<file path="config.mk">
export PLATFORM = sky130hd
export DESIGN_NAME = zero_seq_recloser
export DESIGN_NICKNAME = d
export VERILOG_FILES = /design/src/hw/zsr_pkg.sv /design/src/hw/zero_seq_recloser.sv
export SDC_FILE = /design/constraint.sdc
export NUM_CORES = 2
export LEC_CHECK = 0
export ABC_AREA = 1
export BUFFER_PORTS_ARGS = -buffer_cell sky130_fd_sc_hd__buf_4
export CAP_MARGIN = 20
export CORE_MARGIN = 10
export CORE_UTILIZATION = 40
export CTS_BUF_LIST = sky130_fd_sc_hd__clkbuf_4
export CTS_CLUSTER_SIZE = 10
export DETAILED_ROUTE_END_ITERATION = 12
export GPL_TIMING_DRIVEN = 0
export PLACE_DENSITY = 0.53
export SLEW_MARGIN = 40
export SYNTH_ARGS = -nofsm -noshare
export SYNTH_HDL_FRONTEND = slang
export SYNTH_SLANG_ARGS = --single-unit
export TNS_END_PERCENT = 5
</file>
<file path="constraint.sdc">
create_clock -name sys_clk -period 50.8 [get_ports sys_clk]
set_input_delay 10.16 -clock sys_clk [delete_from_list [all_inputs] [get_ports sys_clk]]
set_output_delay 10.16 -clock sys_clk [all_outputs]
set_load 0.02 [all_outputs]
</file>
<file path="src/hw/zsr_pkg.sv">
// package for the zero sequence recloser control block
package zsr_pkg;
	// apb register byte offsets
	localparam logic [7:0] OFS_CTRL = 8'h00;
	localparam logic [7:0] OFS_GROUP = 8'h04;
	localparam logic [7:0] OFS_DELAY_BASE = 8'h08;
	localparam logic [7:0] OFS_STATUS = 8'h28;
	localparam logic [7:0] OFS_REMAIN = 8'h2c;
	localparam logic [7:0] OFS_IRQ_STAT = 8'h30;
	localparam logic [7:0] OFS_IRQ_CLR = 8'h34;
	localparam logic [7:0] OFS_IRQ_EN = 8'h38;
	localparam logic [7:0] OFS_TSTAMP = 8'h3c;
	localparam logic [7:0] OFS_LOG_COUNT = 8'h40;
	localparam logic [7:0] OFS_LOG_SEL = 8'h44;
	localparam logic [7:0] OFS_LOG_TIME = 8'h48;
	localparam logic [7:0] OFS_LOG_INFO = 8'h4c;
	localparam logic [7:0] OFS_LOG_REMAIN = 8'h50;

	// ctrl fields
	localparam int CTRL_FORCE_EN = 0;
	localparam int CTRL_FORCE_LSB = 1;
	localparam int CTRL_EVT_ON = 4;
	localparam int CTRL_EVT_OFF = 5;
	localparam logic [31:0] CTRL_RESET = 32'h0000_0030;

	// timing: one delay step is 5 ms
	localparam int CLK_HZ = 125_000_000;
	localparam int STEP_US = 5000;
	localparam int STEP_CYCLES = CLK_HZ / 1_000_000 * STEP_US;
	localparam int DELAY_W = 19;
	localparam logic [DELAY_W-1:0] DELAY_MAX = 19'h57e40;
	localparam logic [DELAY_W-1:0] DELAY_RESET = 19'h00000;

	localparam int NUM_GROUPS = 8;
	localparam int LOG_DEPTH = 12;
	localparam int NUM_EVT = 5;
	localparam logic [31:0] SLV_ZERO = 32'h0000_0000;

	// event bit positions
	localparam int EV_REQUEST = 0;
	localparam int EV_BLOCKED = 1;
	localparam int EV_ACTIVE = 2;
	localparam int EV_CLOSE = 3;
	localparam int EV_PROT_BLK = 4;

	typedef enum logic [2:0] {
		FORCE_NORMAL,
		FORCE_BLOCK,
		FORCE_REQUESTED,
		FORCE_CLOSE_CMD,
		FORCE_CLOSED_BLK
	} force_t;

	typedef enum logic [2:0] {
		ST_NORMAL,
		ST_REQUESTED,
		ST_BLOCKED,
		ST_ACTIVE,
		ST_CLOSE_CMD,
		ST_CLOSED_BLK
	} cond_t;

	typedef struct packed {
		logic [31:0] stamp;
		logic [2:0] event_code;
		logic [2:0] group;
		logic been_active;
		logic [DELAY_W-1:0] remain;
	} log_rec_t;

	typedef struct packed {
		logic [7:0] paddr;
		logic psel;
		logic penable;
		logic pwrite;
		logic [31:0] pwdata;
	} apb_req_t;
endpackage : zsr_pkg

</file>
<file path="src/hw/zero_seq_recloser.sv">
// zero sequence recloser control with apb registers, events and record log
// Overview of operation
// eight delay groups; active group selectable at run time, applied at once
// control word is global and unaffected by group switching
// enable low asserts blocked output and suppresses close command
// a rising trip input starts the reclosing sequence
// reclose delay up to 1800 s in 5 ms steps
// countdown advances only while protection-blocked input is held
// close command asserts after trip once delay fully elapsed
// active output set on trip, held until fault clears
// protection-block output held from blocked input until fault clears
// protection must use our block output and feed trip/blocked to us
// feeders use staggered trip delays; no relay communication
// after reclosing onto fault both stay blocked until cleared
// global forcing of status to five values, normal by default
// condition reported as one of six states
// on and off events for five signals; on/off selectable
// every event carries a time stamp; only the close and blocked on-edge records hold one, the status bits do not
// twelve most recent records kept, oldest discarded
// close or blocked rising edge stores a record
// blocked input dropping early abandons countdown; restart on next assert
//
// Implementation choices: the APB interface to the registers and the register offsets.
`timescale 1ns/1ps
module zero_seq_recloser #(
	parameter int STEP_CYC = zsr_pkg::STEP_CYCLES
) (
	// clock and reset
	input wire logic sys_clk,
	input wire logic rst,
	// apb slave
	input wire logic psel,
	input wire logic penable,
	input wire logic pwrite,
	input wire logic [7:0] paddr,
	input wire logic [31:0] pwdata,
	output logic [31:0] prdata,
	output logic pready,
	output logic pslverr,
	// protection side
	input wire logic enable_in,
	input wire logic neutral_ov_trip_ind,
	input wire logic neutral_ov_blocked_ind,
	// outputs
	output logic recloser_disabled_out,
	output logic sequence_active_out,
	output logic breaker_close_cmd,
	output logic protection_block_out,
	output logic irq
);
	localparam int DW = zsr_pkg::DELAY_W;

	typedef enum logic [1:0] {
		SEQ_IDLE,
		SEQ_WAIT,
		SEQ_COUNT,
		SEQ_CLOSED
	} seq_t;

	// registers
	logic [31:0] ctrl_ff;
	logic [2:0] group_ff;
	logic [DW-1:0] delay_ff [zsr_pkg::NUM_GROUPS];
	logic [zsr_pkg::NUM_EVT-1:0] irq_stat_ff;
	logic [zsr_pkg::NUM_EVT-1:0] irq_en_ff;
	logic [3:0] log_sel_ff;
	seq_t seq_ff;
	logic [DW-1:0] remain_ff;
	logic [31:0] presc_ff;
	logic [31:0] stamp_ff;
	logic trip_d_ff;
	logic been_active_ff;
	logic [zsr_pkg::NUM_EVT-1:0] ev_d_ff;
	zsr_pkg::log_rec_t log_ff [zsr_pkg::LOG_DEPTH];
	logic [3:0] log_wr_ff;
	logic [3:0] log_cnt_ff;
	logic [31:0] prdata_ff;
	logic rd_wait_ff;

	// apb decode
	wire logic wr_en = psel & penable & pwrite;
	wire logic rd_en = psel & penable & ~pwrite;
	wire logic is_delay = paddr >= zsr_pkg::OFS_DELAY_BASE && paddr < zsr_pkg::OFS_STATUS;
	wire logic [2:0] delay_idx = 3'((paddr - zsr_pkg::OFS_DELAY_BASE) >> 2);
	wire logic aligned = paddr[1:0] == 2'b00;
	wire logic known = aligned && (is_delay || paddr == zsr_pkg::OFS_CTRL
		|| paddr == zsr_pkg::OFS_GROUP || paddr == zsr_pkg::OFS_STATUS
		|| paddr == zsr_pkg::OFS_REMAIN || paddr == zsr_pkg::OFS_IRQ_STAT
		|| paddr == zsr_pkg::OFS_IRQ_CLR || paddr == zsr_pkg::OFS_IRQ_EN
		|| paddr == zsr_pkg::OFS_TSTAMP || paddr == zsr_pkg::OFS_LOG_COUNT
		|| paddr == zsr_pkg::OFS_LOG_SEL || paddr == zsr_pkg::OFS_LOG_TIME
		|| paddr == zsr_pkg::OFS_LOG_INFO || paddr == zsr_pkg::OFS_LOG_REMAIN);
	// one wait state on reads so read data can come from a flip-flop
	assign pready = ~rd_en | rd_wait_ff;
	assign pslverr = psel & penable & ~known;
	assign prdata = prdata_ff;

	// global forcing, static regardless of group
	wire logic force_en = ctrl_ff[zsr_pkg::CTRL_FORCE_EN];
	wire logic [2:0] force_sel = ctrl_ff[zsr_pkg::CTRL_FORCE_LSB +: 3];
	wire logic f_block = force_en && force_sel == zsr_pkg::FORCE_BLOCK;
	wire logic f_req = force_en && force_sel == zsr_pkg::FORCE_REQUESTED;
	wire logic f_close = force_en && force_sel == zsr_pkg::FORCE_CLOSE_CMD;
	wire logic f_cblk = force_en && force_sel == zsr_pkg::FORCE_CLOSED_BLK;

	// live group value, taken each cycle so a switch applies at once
	wire logic [DW-1:0] cur_delay = delay_ff[group_ff];
	wire logic trip_rise = neutral_ov_trip_ind & ~trip_d_ff;
	wire logic tick = presc_ff == 32'(STEP_CYC - 1);
	// fault cleared: protection neither tripping nor blocked
	wire logic fault_clear = ~neutral_ov_trip_ind & ~neutral_ov_blocked_ind;

	// raw outputs before forcing; disabled and request already include it
	wire logic disabled = ~enable_in | f_block;
	wire logic active_raw = seq_ff != SEQ_IDLE;
	wire logic close_raw = seq_ff == SEQ_COUNT && remain_ff == '0;
	wire logic pblk_raw = (seq_ff == SEQ_COUNT || seq_ff == SEQ_CLOSED)
		&& neutral_ov_blocked_ind | seq_ff == SEQ_CLOSED;
	wire logic request = seq_ff == SEQ_WAIT | f_req;

	assign recloser_disabled_out = disabled;
	assign sequence_active_out = active_raw;
	assign breaker_close_cmd = ~disabled & (close_raw | f_close);
	assign protection_block_out = pblk_raw | f_cblk | f_close;

	// condition code
	wire zsr_pkg::cond_t cond = disabled ? zsr_pkg::ST_BLOCKED :
		breaker_close_cmd ? zsr_pkg::ST_CLOSE_CMD :
		(seq_ff == SEQ_CLOSED || f_cblk) ? zsr_pkg::ST_CLOSED_BLK :
		request ? zsr_pkg::ST_REQUESTED :
		active_raw ? zsr_pkg::ST_ACTIVE : zsr_pkg::ST_NORMAL;

	// events: on/off edges, filtered by selection
	wire logic [zsr_pkg::NUM_EVT-1:0] ev_now = {protection_block_out, breaker_close_cmd,
		sequence_active_out, disabled, request};
	wire logic [zsr_pkg::NUM_EVT-1:0] ev_on = ev_now & ~ev_d_ff;
	wire logic [zsr_pkg::NUM_EVT-1:0] ev_off = ~ev_now & ev_d_ff;
	wire logic [zsr_pkg::NUM_EVT-1:0] ev_keep =
		(ctrl_ff[zsr_pkg::CTRL_EVT_ON] ? ev_on : '0) |
		(ctrl_ff[zsr_pkg::CTRL_EVT_OFF] ? ev_off : '0);
	wire logic [zsr_pkg::NUM_EVT-1:0] clr_mask =
		(wr_en && paddr == zsr_pkg::OFS_IRQ_CLR) ? pwdata[zsr_pkg::NUM_EVT-1:0] : '0;
	assign irq = |(irq_stat_ff & irq_en_ff);

	// record on close or blocked on-edge
	wire logic rec_close = ev_on[zsr_pkg::EV_CLOSE];
	wire logic rec_blk = ev_on[zsr_pkg::EV_BLOCKED];
	wire logic rec_we = rec_close | rec_blk;
	wire zsr_pkg::log_rec_t new_rec = '{stamp: stamp_ff,
		event_code: rec_close ? 3'(zsr_pkg::EV_CLOSE) : 3'(zsr_pkg::EV_BLOCKED),
		group: group_ff, been_active: been_active_ff, remain: remain_ff};
	// log_sel 0 is newest
	wire logic [4:0] rd_slot_raw = 5'(log_wr_ff) + 5'(zsr_pkg::LOG_DEPTH) - 5'd1 - 5'(log_sel_ff);
	wire logic [3:0] rd_slot = rd_slot_raw >= 5'(zsr_pkg::LOG_DEPTH) ?
		4'(rd_slot_raw - 5'(zsr_pkg::LOG_DEPTH)) : 4'(rd_slot_raw);
	wire zsr_pkg::log_rec_t sel_rec = log_ff[rd_slot];

	// read mux
	logic [31:0] rd_val;
	always_comb begin
		rd_val = zsr_pkg::SLV_ZERO;
		if (is_delay) begin
			rd_val = 32'(delay_ff[delay_idx]);
		end else begin
			unique case (paddr)
				zsr_pkg::OFS_CTRL: rd_val = ctrl_ff;
				zsr_pkg::OFS_GROUP: rd_val = 32'(group_ff);
				zsr_pkg::OFS_STATUS: rd_val = 32'({ev_now, 1'b0, cond});
				zsr_pkg::OFS_REMAIN: rd_val = 32'(remain_ff);
				zsr_pkg::OFS_IRQ_STAT: rd_val = 32'(irq_stat_ff);
				zsr_pkg::OFS_IRQ_EN: rd_val = 32'(irq_en_ff);
				zsr_pkg::OFS_TSTAMP: rd_val = stamp_ff;
				zsr_pkg::OFS_LOG_COUNT: rd_val = 32'(log_cnt_ff);
				zsr_pkg::OFS_LOG_SEL: rd_val = 32'(log_sel_ff);
				zsr_pkg::OFS_LOG_TIME: rd_val = sel_rec.stamp;
				zsr_pkg::OFS_LOG_INFO: rd_val = 32'({sel_rec.been_active, sel_rec.group,
					1'b0, sel_rec.event_code});
				zsr_pkg::OFS_LOG_REMAIN: rd_val = 32'(sel_rec.remain);
				default: rd_val = zsr_pkg::SLV_ZERO;
			endcase
		end
	end

	// sequence next state
	seq_t nxt_seq;
	logic [DW-1:0] nxt_remain;
	always_comb begin
		nxt_seq = seq_ff;
		nxt_remain = remain_ff;
		unique case (seq_ff)
			SEQ_IDLE: begin
				if (trip_rise && enable_in) begin
					nxt_seq = SEQ_WAIT;
				end
			end
			SEQ_WAIT: begin
				if (!enable_in || fault_clear) begin
					nxt_seq = SEQ_IDLE;
				end else if (neutral_ov_blocked_ind) begin
					nxt_seq = SEQ_COUNT;
					nxt_remain = cur_delay;
				end
			end
			SEQ_COUNT: begin
				if (!enable_in) begin
					nxt_seq = SEQ_IDLE;
				end else if (fault_clear) begin
					nxt_seq = SEQ_IDLE;
				end else if (!neutral_ov_blocked_ind && remain_ff != '0) begin
					nxt_seq = SEQ_WAIT;
				end else if (remain_ff == '0) begin
					nxt_seq = SEQ_CLOSED;
				end else if (remain_ff > cur_delay) begin
					nxt_remain = cur_delay;
				end else if (tick) begin
					nxt_remain = remain_ff - 1'b1;
				end
			end
			SEQ_CLOSED: begin
				if (fault_clear) begin
					nxt_seq = SEQ_IDLE;
				end
			end
		endcase
	end

	// sequence and timebase
	always_ff @(posedge sys_clk or posedge rst) begin
		if (rst) begin
			seq_ff <= SEQ_IDLE;
			remain_ff <= zsr_pkg::DELAY_RESET;
			trip_d_ff <= 1'b0;
			been_active_ff <= 1'b0;
			presc_ff <= zsr_pkg::SLV_ZERO;
			stamp_ff <= zsr_pkg::SLV_ZERO;
			ev_d_ff <= '0;
		end else begin
			seq_ff <= nxt_seq;
			remain_ff <= nxt_remain;
			trip_d_ff <= neutral_ov_trip_ind;
			been_active_ff <= been_active_ff | active_raw;
			presc_ff <= tick ? zsr_pkg::SLV_ZERO : presc_ff + 1'b1;
			stamp_ff <= tick ? stamp_ff + 1'b1 : stamp_ff;
			ev_d_ff <= ev_now;
		end
	end

	// software registers
	always_ff @(posedge sys_clk or posedge rst) begin
		if (rst) begin
			ctrl_ff <= zsr_pkg::CTRL_RESET;
			group_ff <= '0;
			irq_en_ff <= '0;
			log_sel_ff <= '0;
			prdata_ff <= zsr_pkg::SLV_ZERO;
			rd_wait_ff <= 1'b0;
		end else begin
			if (wr_en && paddr == zsr_pkg::OFS_CTRL) ctrl_ff <= pwdata;
			if (wr_en && paddr == zsr_pkg::OFS_GROUP) group_ff <= pwdata[2:0];
			if (wr_en && paddr == zsr_pkg::OFS_IRQ_EN) irq_en_ff <= pwdata[zsr_pkg::NUM_EVT-1:0];
			if (wr_en && paddr == zsr_pkg::OFS_LOG_SEL && pwdata[3:0] < 4'(zsr_pkg::LOG_DEPTH)) begin
				log_sel_ff <= pwdata[3:0];
			end
			rd_wait_ff <= rd_en & ~rd_wait_ff;
			if (rd_en && !rd_wait_ff) prdata_ff <= rd_val;
		end
	end

	// sticky status: set wins over clear
	always_ff @(posedge sys_clk or posedge rst) begin
		if (rst) begin
			irq_stat_ff <= '0;
		end else begin
			irq_stat_ff <= (irq_stat_ff & ~clr_mask) | ev_keep;
		end
	end

	// delay groups, values above the maximum are clamped
	always_ff @(posedge sys_clk or posedge rst) begin
		if (rst) begin
			for (int i = 0; i < zsr_pkg::NUM_GROUPS; i++) delay_ff[i] <= zsr_pkg::DELAY_RESET;
		end else if (wr_en && is_delay && aligned) begin
			delay_ff[delay_idx] <= pwdata[DW-1:0] > zsr_pkg::DELAY_MAX ?
				zsr_pkg::DELAY_MAX : pwdata[DW-1:0];
		end
	end

	// record ring: overwrite oldest
	always_ff @(posedge sys_clk or posedge rst) begin
		if (rst) begin
			log_wr_ff <= '0;
			log_cnt_ff <= '0;
			for (int i = 0; i < zsr_pkg::LOG_DEPTH; i++) log_ff[i] <= '0;
		end else if (rec_we) begin
			log_ff[log_wr_ff] <= new_rec;
			log_wr_ff <= log_wr_ff == 4'(zsr_pkg::LOG_DEPTH - 1) ? 4'd0 : log_wr_ff + 1'b1;
			if (log_cnt_ff != 4'(zsr_pkg::LOG_DEPTH)) log_cnt_ff <= log_cnt_ff + 1'b1;
		end
	end
endmodule : zero_seq_recloser

</file>
Word level (Yosys, flattened, before mapping). Index checks and enable logic that the tools add are counted.

Register bits after elaboration: 1030. Input bits: 48. Output and inout bits: 39. Logic and storage cells: 277.

Add/subtract/negate cells: 10. Magnitude comparators: 12. Equality and inequality tests: 33. Mux-type cells: 48. Bitwise logic cells: 39. Reductions and logical operators: 51.

Operators by type and width (count): $bwmux W696 (1); $pmux W32 S12 (1); $mux W19 (14); $bmux W58 S4 (1); $demux W58 S4 (1); $mux W58 (3); $bwmux W152 (1); $bmux W19 S3 (2); $add A32 B1 Y32 const B (2); $mux W32 (2); $demux W19 S3 (1); $eq A8 B6 Y1 const B (6); $eq A8 B7 Y1 const B (5); $pmux W19 S2 (1); $eq A32 B20 Y1 const B (1); $mux W2 (11); $logic_and A1 B1 Y1 (21); $and A5 B5 Y5 (4); $gt A19 B19 Y1 (1); $gt A19 B19 Y1 const B (1); $logic_not A19 Y1 (1); $reduce_bool A19 Y1 (1); $sub A19 B1 Y19 const B (1); $logic_or A1 B1 Y1 (16); 44 further kinds (94).

Longest topological paths before layout.
Depth in word-level cells: 18. Mapped depth: 24. Gate-level depth less buffers: 22.

Least setup slack after synthesis. Ideal clock, no wire load.

Path type: input-to-output. Start point: in paddr[3]. End point: out pslverr. Data arrival time: 11.627 ns. Required time: 40.640 ns. Path slack: 29.013 ns. Cell stages on the path: 8. Path buffers: 1. Cell sequence: buf_2 nand2_1 nor2_1 nand2_1 inv_1 nor4_1 nand3_1 nor4_1.

Longest elaborated chain between the ends: 18.

RTL lines: start, declared (RTL line zero_seq_recloser.sv:35) `input wire logic [7:0] paddr,`; $ge A8 B4 Y1 or $lt A8 B6 Y1 (tied branches) (RTL line zero_seq_recloser.sv:83) `wire logic is_delay = paddr >= zsr_pkg::OFS_DELAY_BASE && paddr < zsr_pkg::OFS_STATUS;`; $logic_and A1 B1 Y1 (RTL line zero_seq_recloser.sv:83); $logic_or A1 B1 Y1 (RTL line zero_seq_recloser.sv:86) `wire logic known = aligned && (is_delay || paddr == zsr_pkg::OFS_CTRL`; $logic_or A1 B1 Y1 (2 in series) (RTL line zero_seq_recloser.sv:87) `|| paddr == zsr_pkg::OFS_GROUP || paddr == zsr_pkg::OFS_STATUS`; $logic_or A1 B1 Y1 (2 in series) (RTL line zero_seq_recloser.sv:88) `|| paddr == zsr_pkg::OFS_REMAIN || paddr == zsr_pkg::OFS_IRQ_STAT`; $logic_or A1 B1 Y1 (2 in series) (RTL line zero_seq_recloser.sv:89) `|| paddr == zsr_pkg::OFS_IRQ_CLR || paddr == zsr_pkg::OFS_IRQ_EN`; $logic_or A1 B1 Y1 (2 in series) (RTL line zero_seq_recloser.sv:90) `|| paddr == zsr_pkg::OFS_TSTAMP || paddr == zsr_pkg::OFS_LOG_COUNT`; $logic_or A1 B1 Y1 (2 in series) (RTL line zero_seq_recloser.sv:91) `|| paddr == zsr_pkg::OFS_LOG_SEL || paddr == zsr_pkg::OFS_LOG_TIME`; $logic_or A1 B1 Y1 (RTL line zero_seq_recloser.sv:92) `|| paddr == zsr_pkg::OFS_LOG_INFO || paddr == zsr_pkg::OFS_LOG_REMAIN);`; $logic_or A1 B1 Y1 (*) (RTL line zero_seq_recloser.sv:92); $logic_and A1 B1 Y1 (*) (RTL line zero_seq_recloser.sv:86); $not A1 Y1 (*) (RTL line zero_seq_recloser.sv:95) `assign pslverr = psel & penable & ~known;`; $and A1 B1 Y1 (*) (RTL line zero_seq_recloser.sv:95); end, declared (RTL line zero_seq_recloser.sv:39) `output logic pslverr,`.

Every way passes the cells marked *; elsewhere a longest branch is shown, timed or not.

Final worst setup path.
Start point: in paddr[0]. End point: out pslverr.

Longest elaborated chain between the ends: 18.

RTL lines (RTL line): $ge A8 B4 Y1 or $lt A8 B6 Y1 (tied branches) (zero_seq_recloser.sv:83); $logic_and A1 B1 Y1 (zero_seq_recloser.sv:83); $logic_or A1 B1 Y1 (zero_seq_recloser.sv:86); $logic_or A1 B1 Y1 (2 in series) (zero_seq_recloser.sv:87); $logic_or A1 B1 Y1 (2 in series) (zero_seq_recloser.sv:88); $logic_or A1 B1 Y1 (2 in series) (zero_seq_recloser.sv:89); $logic_or A1 B1 Y1 (2 in series) (zero_seq_recloser.sv:90); $logic_or A1 B1 Y1 (2 in series) (zero_seq_recloser.sv:91); $logic_or A1 B1 Y1 (2 in series) (zero_seq_recloser.sv:92); $logic_and A1 B1 Y1 (*) (zero_seq_recloser.sv:86); $not A1 Y1 (*) (zero_seq_recloser.sv:95); $and A1 B1 Y1 (*) (zero_seq_recloser.sv:95).

Marked as above.

==> summary.txt <==
Power and ir drop
  – VDD IR max: 63.21 uV
  – Sequential power share: 27.8%
  – Int Pwr: 1611 uW
  – Clock Power Share: 23.4%
  – Final Power: 3360 uW
  – Sw frac: 52.05%
  – PD cells: 59.34 mW/mm^2
  – NetSw: 1749 uW
  – Combinational Power Share: 48.8%
  – Leak: 0.02547 uW

Drt
  – 1st-iter DRT viols: 6737
  – Routed wire length: 263000 um
  – Vias per cell: 5.951
  – DR WL/cell: 30.75 um
  – # DRC: 0
  – 1st-pass router iterations: 8
  – ANT nets after route: 0
  – Vias: 50900

Logic synthesis
  – Seq/Total Area, Yosys: 51.21%
  – Mapped Area: 0.04975 mm^2
  – Syn Nets: 6372
  – Synth Area per Inst: 7.919 um^2
  – Synth Instances: 6282
  – Asr flop ratio synth: 100.0%
  – Synthesis Warnings: 0
  – Number of enable flip-flop cells after synthesis: 0
  – #FFs+latches synth: 1018
  – Netlist cell types: 48
  – Ys flop type: dfrtp_1

GRT
  – Antenna violations before repair: 34
  – Vias in the first global route: 48530
  – Grt total ovfl: 0
  – All-Layer GR Usage: 36.48%
  – Largest net degree at the start of global routing: 78
  – First-pass GRT wire length: 366700 um

Finish
  – Util after Layout: 45.80%
  – Nets@finish: 6791
  – P&R area growth vs syn: 13.82%
  – Share of cells above drive strength 1: 11.43%
  – Non-filler instance count after layout: 8553
  – Multi-input combinational cell area: 0.02106 mm^2
  – Commonest non-fill, non-tap cell in the layout: nand2_1
  – Most frequent cells in the layout: nand2_1, dfrtp_1, o21ai_0
  – FILL cells: 13050
  – Reg area: 0.02548 mm^2

Clock network
  – CTS tree: done
  – Skew-Pair Late Insertion Delay: 1370 ps
  – Clock transition at path regs: 60 ps
  – Hold_buf cts: 0
  – Post-CTS setup repair buffer count: 0
  – Cts bufs inserted: 314
  – Htree depth: 5
  – CTS root buf: clkbuf_4
  – CTS Sinks: 1018
  – Post_cts resized: 0
  – Max clock buf depth: 4

Worst setup path
  – Worst path required time: 40640 ps
  – Crit path arrival time: 13620 ps
  – CP Capture Type: output port
  – Reg2reg setup slack: 45480 ps
  – Crit start category: input port
  – Highest-delay cell along the critical path: clkinv_1
  – Critical Path Fanout Max: 7
  – Worst path buffer plus inverter count: 4
  – Cell family with most CP delay: simple AND/OR/NAND/NOR gates
  – Max incr delay on CP: 800 ps
  – CP Class: input port to output port
  – Reg2reg start: log_sel_ff[1]
  – Reg-to-Reg End: prdata[27]
  – CP cell instances: buf_4 -> inv_1 -> nand2_1 -> nor2_1 -> nand2_1 -> clkinv_1 -> nor4_1 -> nand3_1 -> nor4_1 -> buf_4
  – Register-to-Register Path Depth: 20

Die
  – Die area: 0.1389 mm^2
  – Die X: 372.7 um
  – DIE HEIGHT: 372.7 um
  – Initial core utilization: 40.24%
  – I/O Pins: 87
  – FP Rows: 129
  – Core ar.: 0.1236 mm^2

Outcome
  – Status: finished clean

Place
  – Port buffer count: 86
  – GPL Wtd Cong: 1.056
  – HPWL after detailed placement: 190300 um
  – Dpl cells: 8021

STA
  – Period utilisation layout: 46.80%
  – Setup Skew: 115.9 ps
  – Slew Limit Fails: 0
  – Worst-Margin Slew: 995.1 ps
  – RSZ-0062 raised after global routing: false
  – Maximum clock rate: 42.06 MHz
  – Crit path time final: 23780 ps
  – Final Hold Vio Count: 0
  – Worst Hold Margin: 451.9 ps
  – Rel. slew slack: 33.50%
  – Final setup viols: 0

Min path
  – Worst Hold Path EP: log_ff[545]
  – Hold_sp: log_ff[545]
  – Hold Path Class: flop to flop
  – Hold path depth: 2

Flow run
  – Max_cap viols: 0
[worst max-delay path by stage]
stage                         from        endpoint  slack (ps)  cells past startpoint
after floorplan                rst  been_active_ff       12000                      1
after CTS                 paddr[0]         pslverr       27290                     10
after detailed placement  paddr[0]         pslverr       27300                     10
after global routing      paddr[1]         pslverr       27230                     10
after global placement         rst     log_ff[510]       -1530                      2
final                     paddr[0]         pslverr       27020                     10
[tightest hold or removal path: stages, from the launching register on]
cell and delay [ps]:
dfrtp_1 320, inv_1 40, nand2_1 60
[flip-flops by register name, indices dropped and copies added, names as in the netlist, 2 cells and up]
register,cells
log_cnt_ff,4
delay_ff,152
irq_en_ff,5
remain_ff,19
log_wr_ff,4
ctrl_ff,32
seq_ff,2
ev_d_ff,5
log_ff,684
log_sel_ff,4
stamp_ff,32
prdata,32
presc_ff,32
irq_stat_ff,5
group_ff,3
[kinds of logic after synthesis]
kind of cell / count (synthesis) / share of synthesized area, %
flip-flops: 1018 / 51.21
AND/OR/NAND/NOR: 2726 / 22.11
AO/OA/AOI/OAI: 1588 / 17.33
buffers and inverters: 814 / 6.507
multiplexers: 21 / 0.4754
XOR/XNOR: 73 / 1.285
adder cells (fa/ha/maj): 42 / 1.071
[through the flow]
step | TNS, ps | area [um^2] | worst slack (ps)
6_report | 0 | 56620 | 27020
5_1_grt | 0 | 56580 | 27230
4_1_cts | 0 | 56550 | 27290
3_5_place_dp | 0 | 52990 | 27300
3_3_place_gp | -1269450 | 52440 | -1527
2_1_floorplan | 0 | 49750 | 12000
[cells in the mapped netlist (25+ instances only)]
library cell	n	area share [%]
nor2_1	409	3.1
a32o_1	54	1.1
nand4_1	65	0.82
nor4_1	25	0.31
nor3_1	43	0.43
buf_1	28	0.21
o21ai_1	236	2.4
a22oi_1	38	0.57
o2111ai_1	38	0.67
o22ai_1	60	0.75
a21oi_1	162	1.6
inv_1	336	2.5
nand2_1	1843	14
ha_1	41	1.0
clkbuf_1	335	2.5
o21ai_0	966	9.7
xor2_1	70	1.2
dfrtp_1	1016	51
nand3_1	316	3.2
buf_2	91	0.92
[power by group through the flow]
stage	logic, uW	clock network [uW]	registers, uW
floorplan	759	0	931
global placement	1530	0	948
detailed placement	1540	0	945
CTS	1540	789	931
global route	1650	835	939
finish	1640	786	933
[layer usage]
| metal | GRT usage (%) | routed length (um) | up-vias |
|---|---|---|---|
| met4 | 28.27 | 23410 | 24 |
| met1 | 44.51 | 98660 | 24900 |
| met2 | 55.26 | 115100 | 3150 |
| met5 | 0 | 155 | - |
| li1 | - | - | 21880 |
| met3 | 8.804 | 25660 | 941 |
[layout make-up]
class                      instances  area share (%)
sequential                      1018           45.00
multi-input combinational       4450           37.19
clock buffer                     426           5.648
tap                             1637           3.617
buffer                           464           3.591
inverter                         350           2.334
timing repair buffer             103           1.896
clock inverter                    84          0.6320
antenna                           21         0.09281
Note: power is estimated with default switching activity, not from simulation.
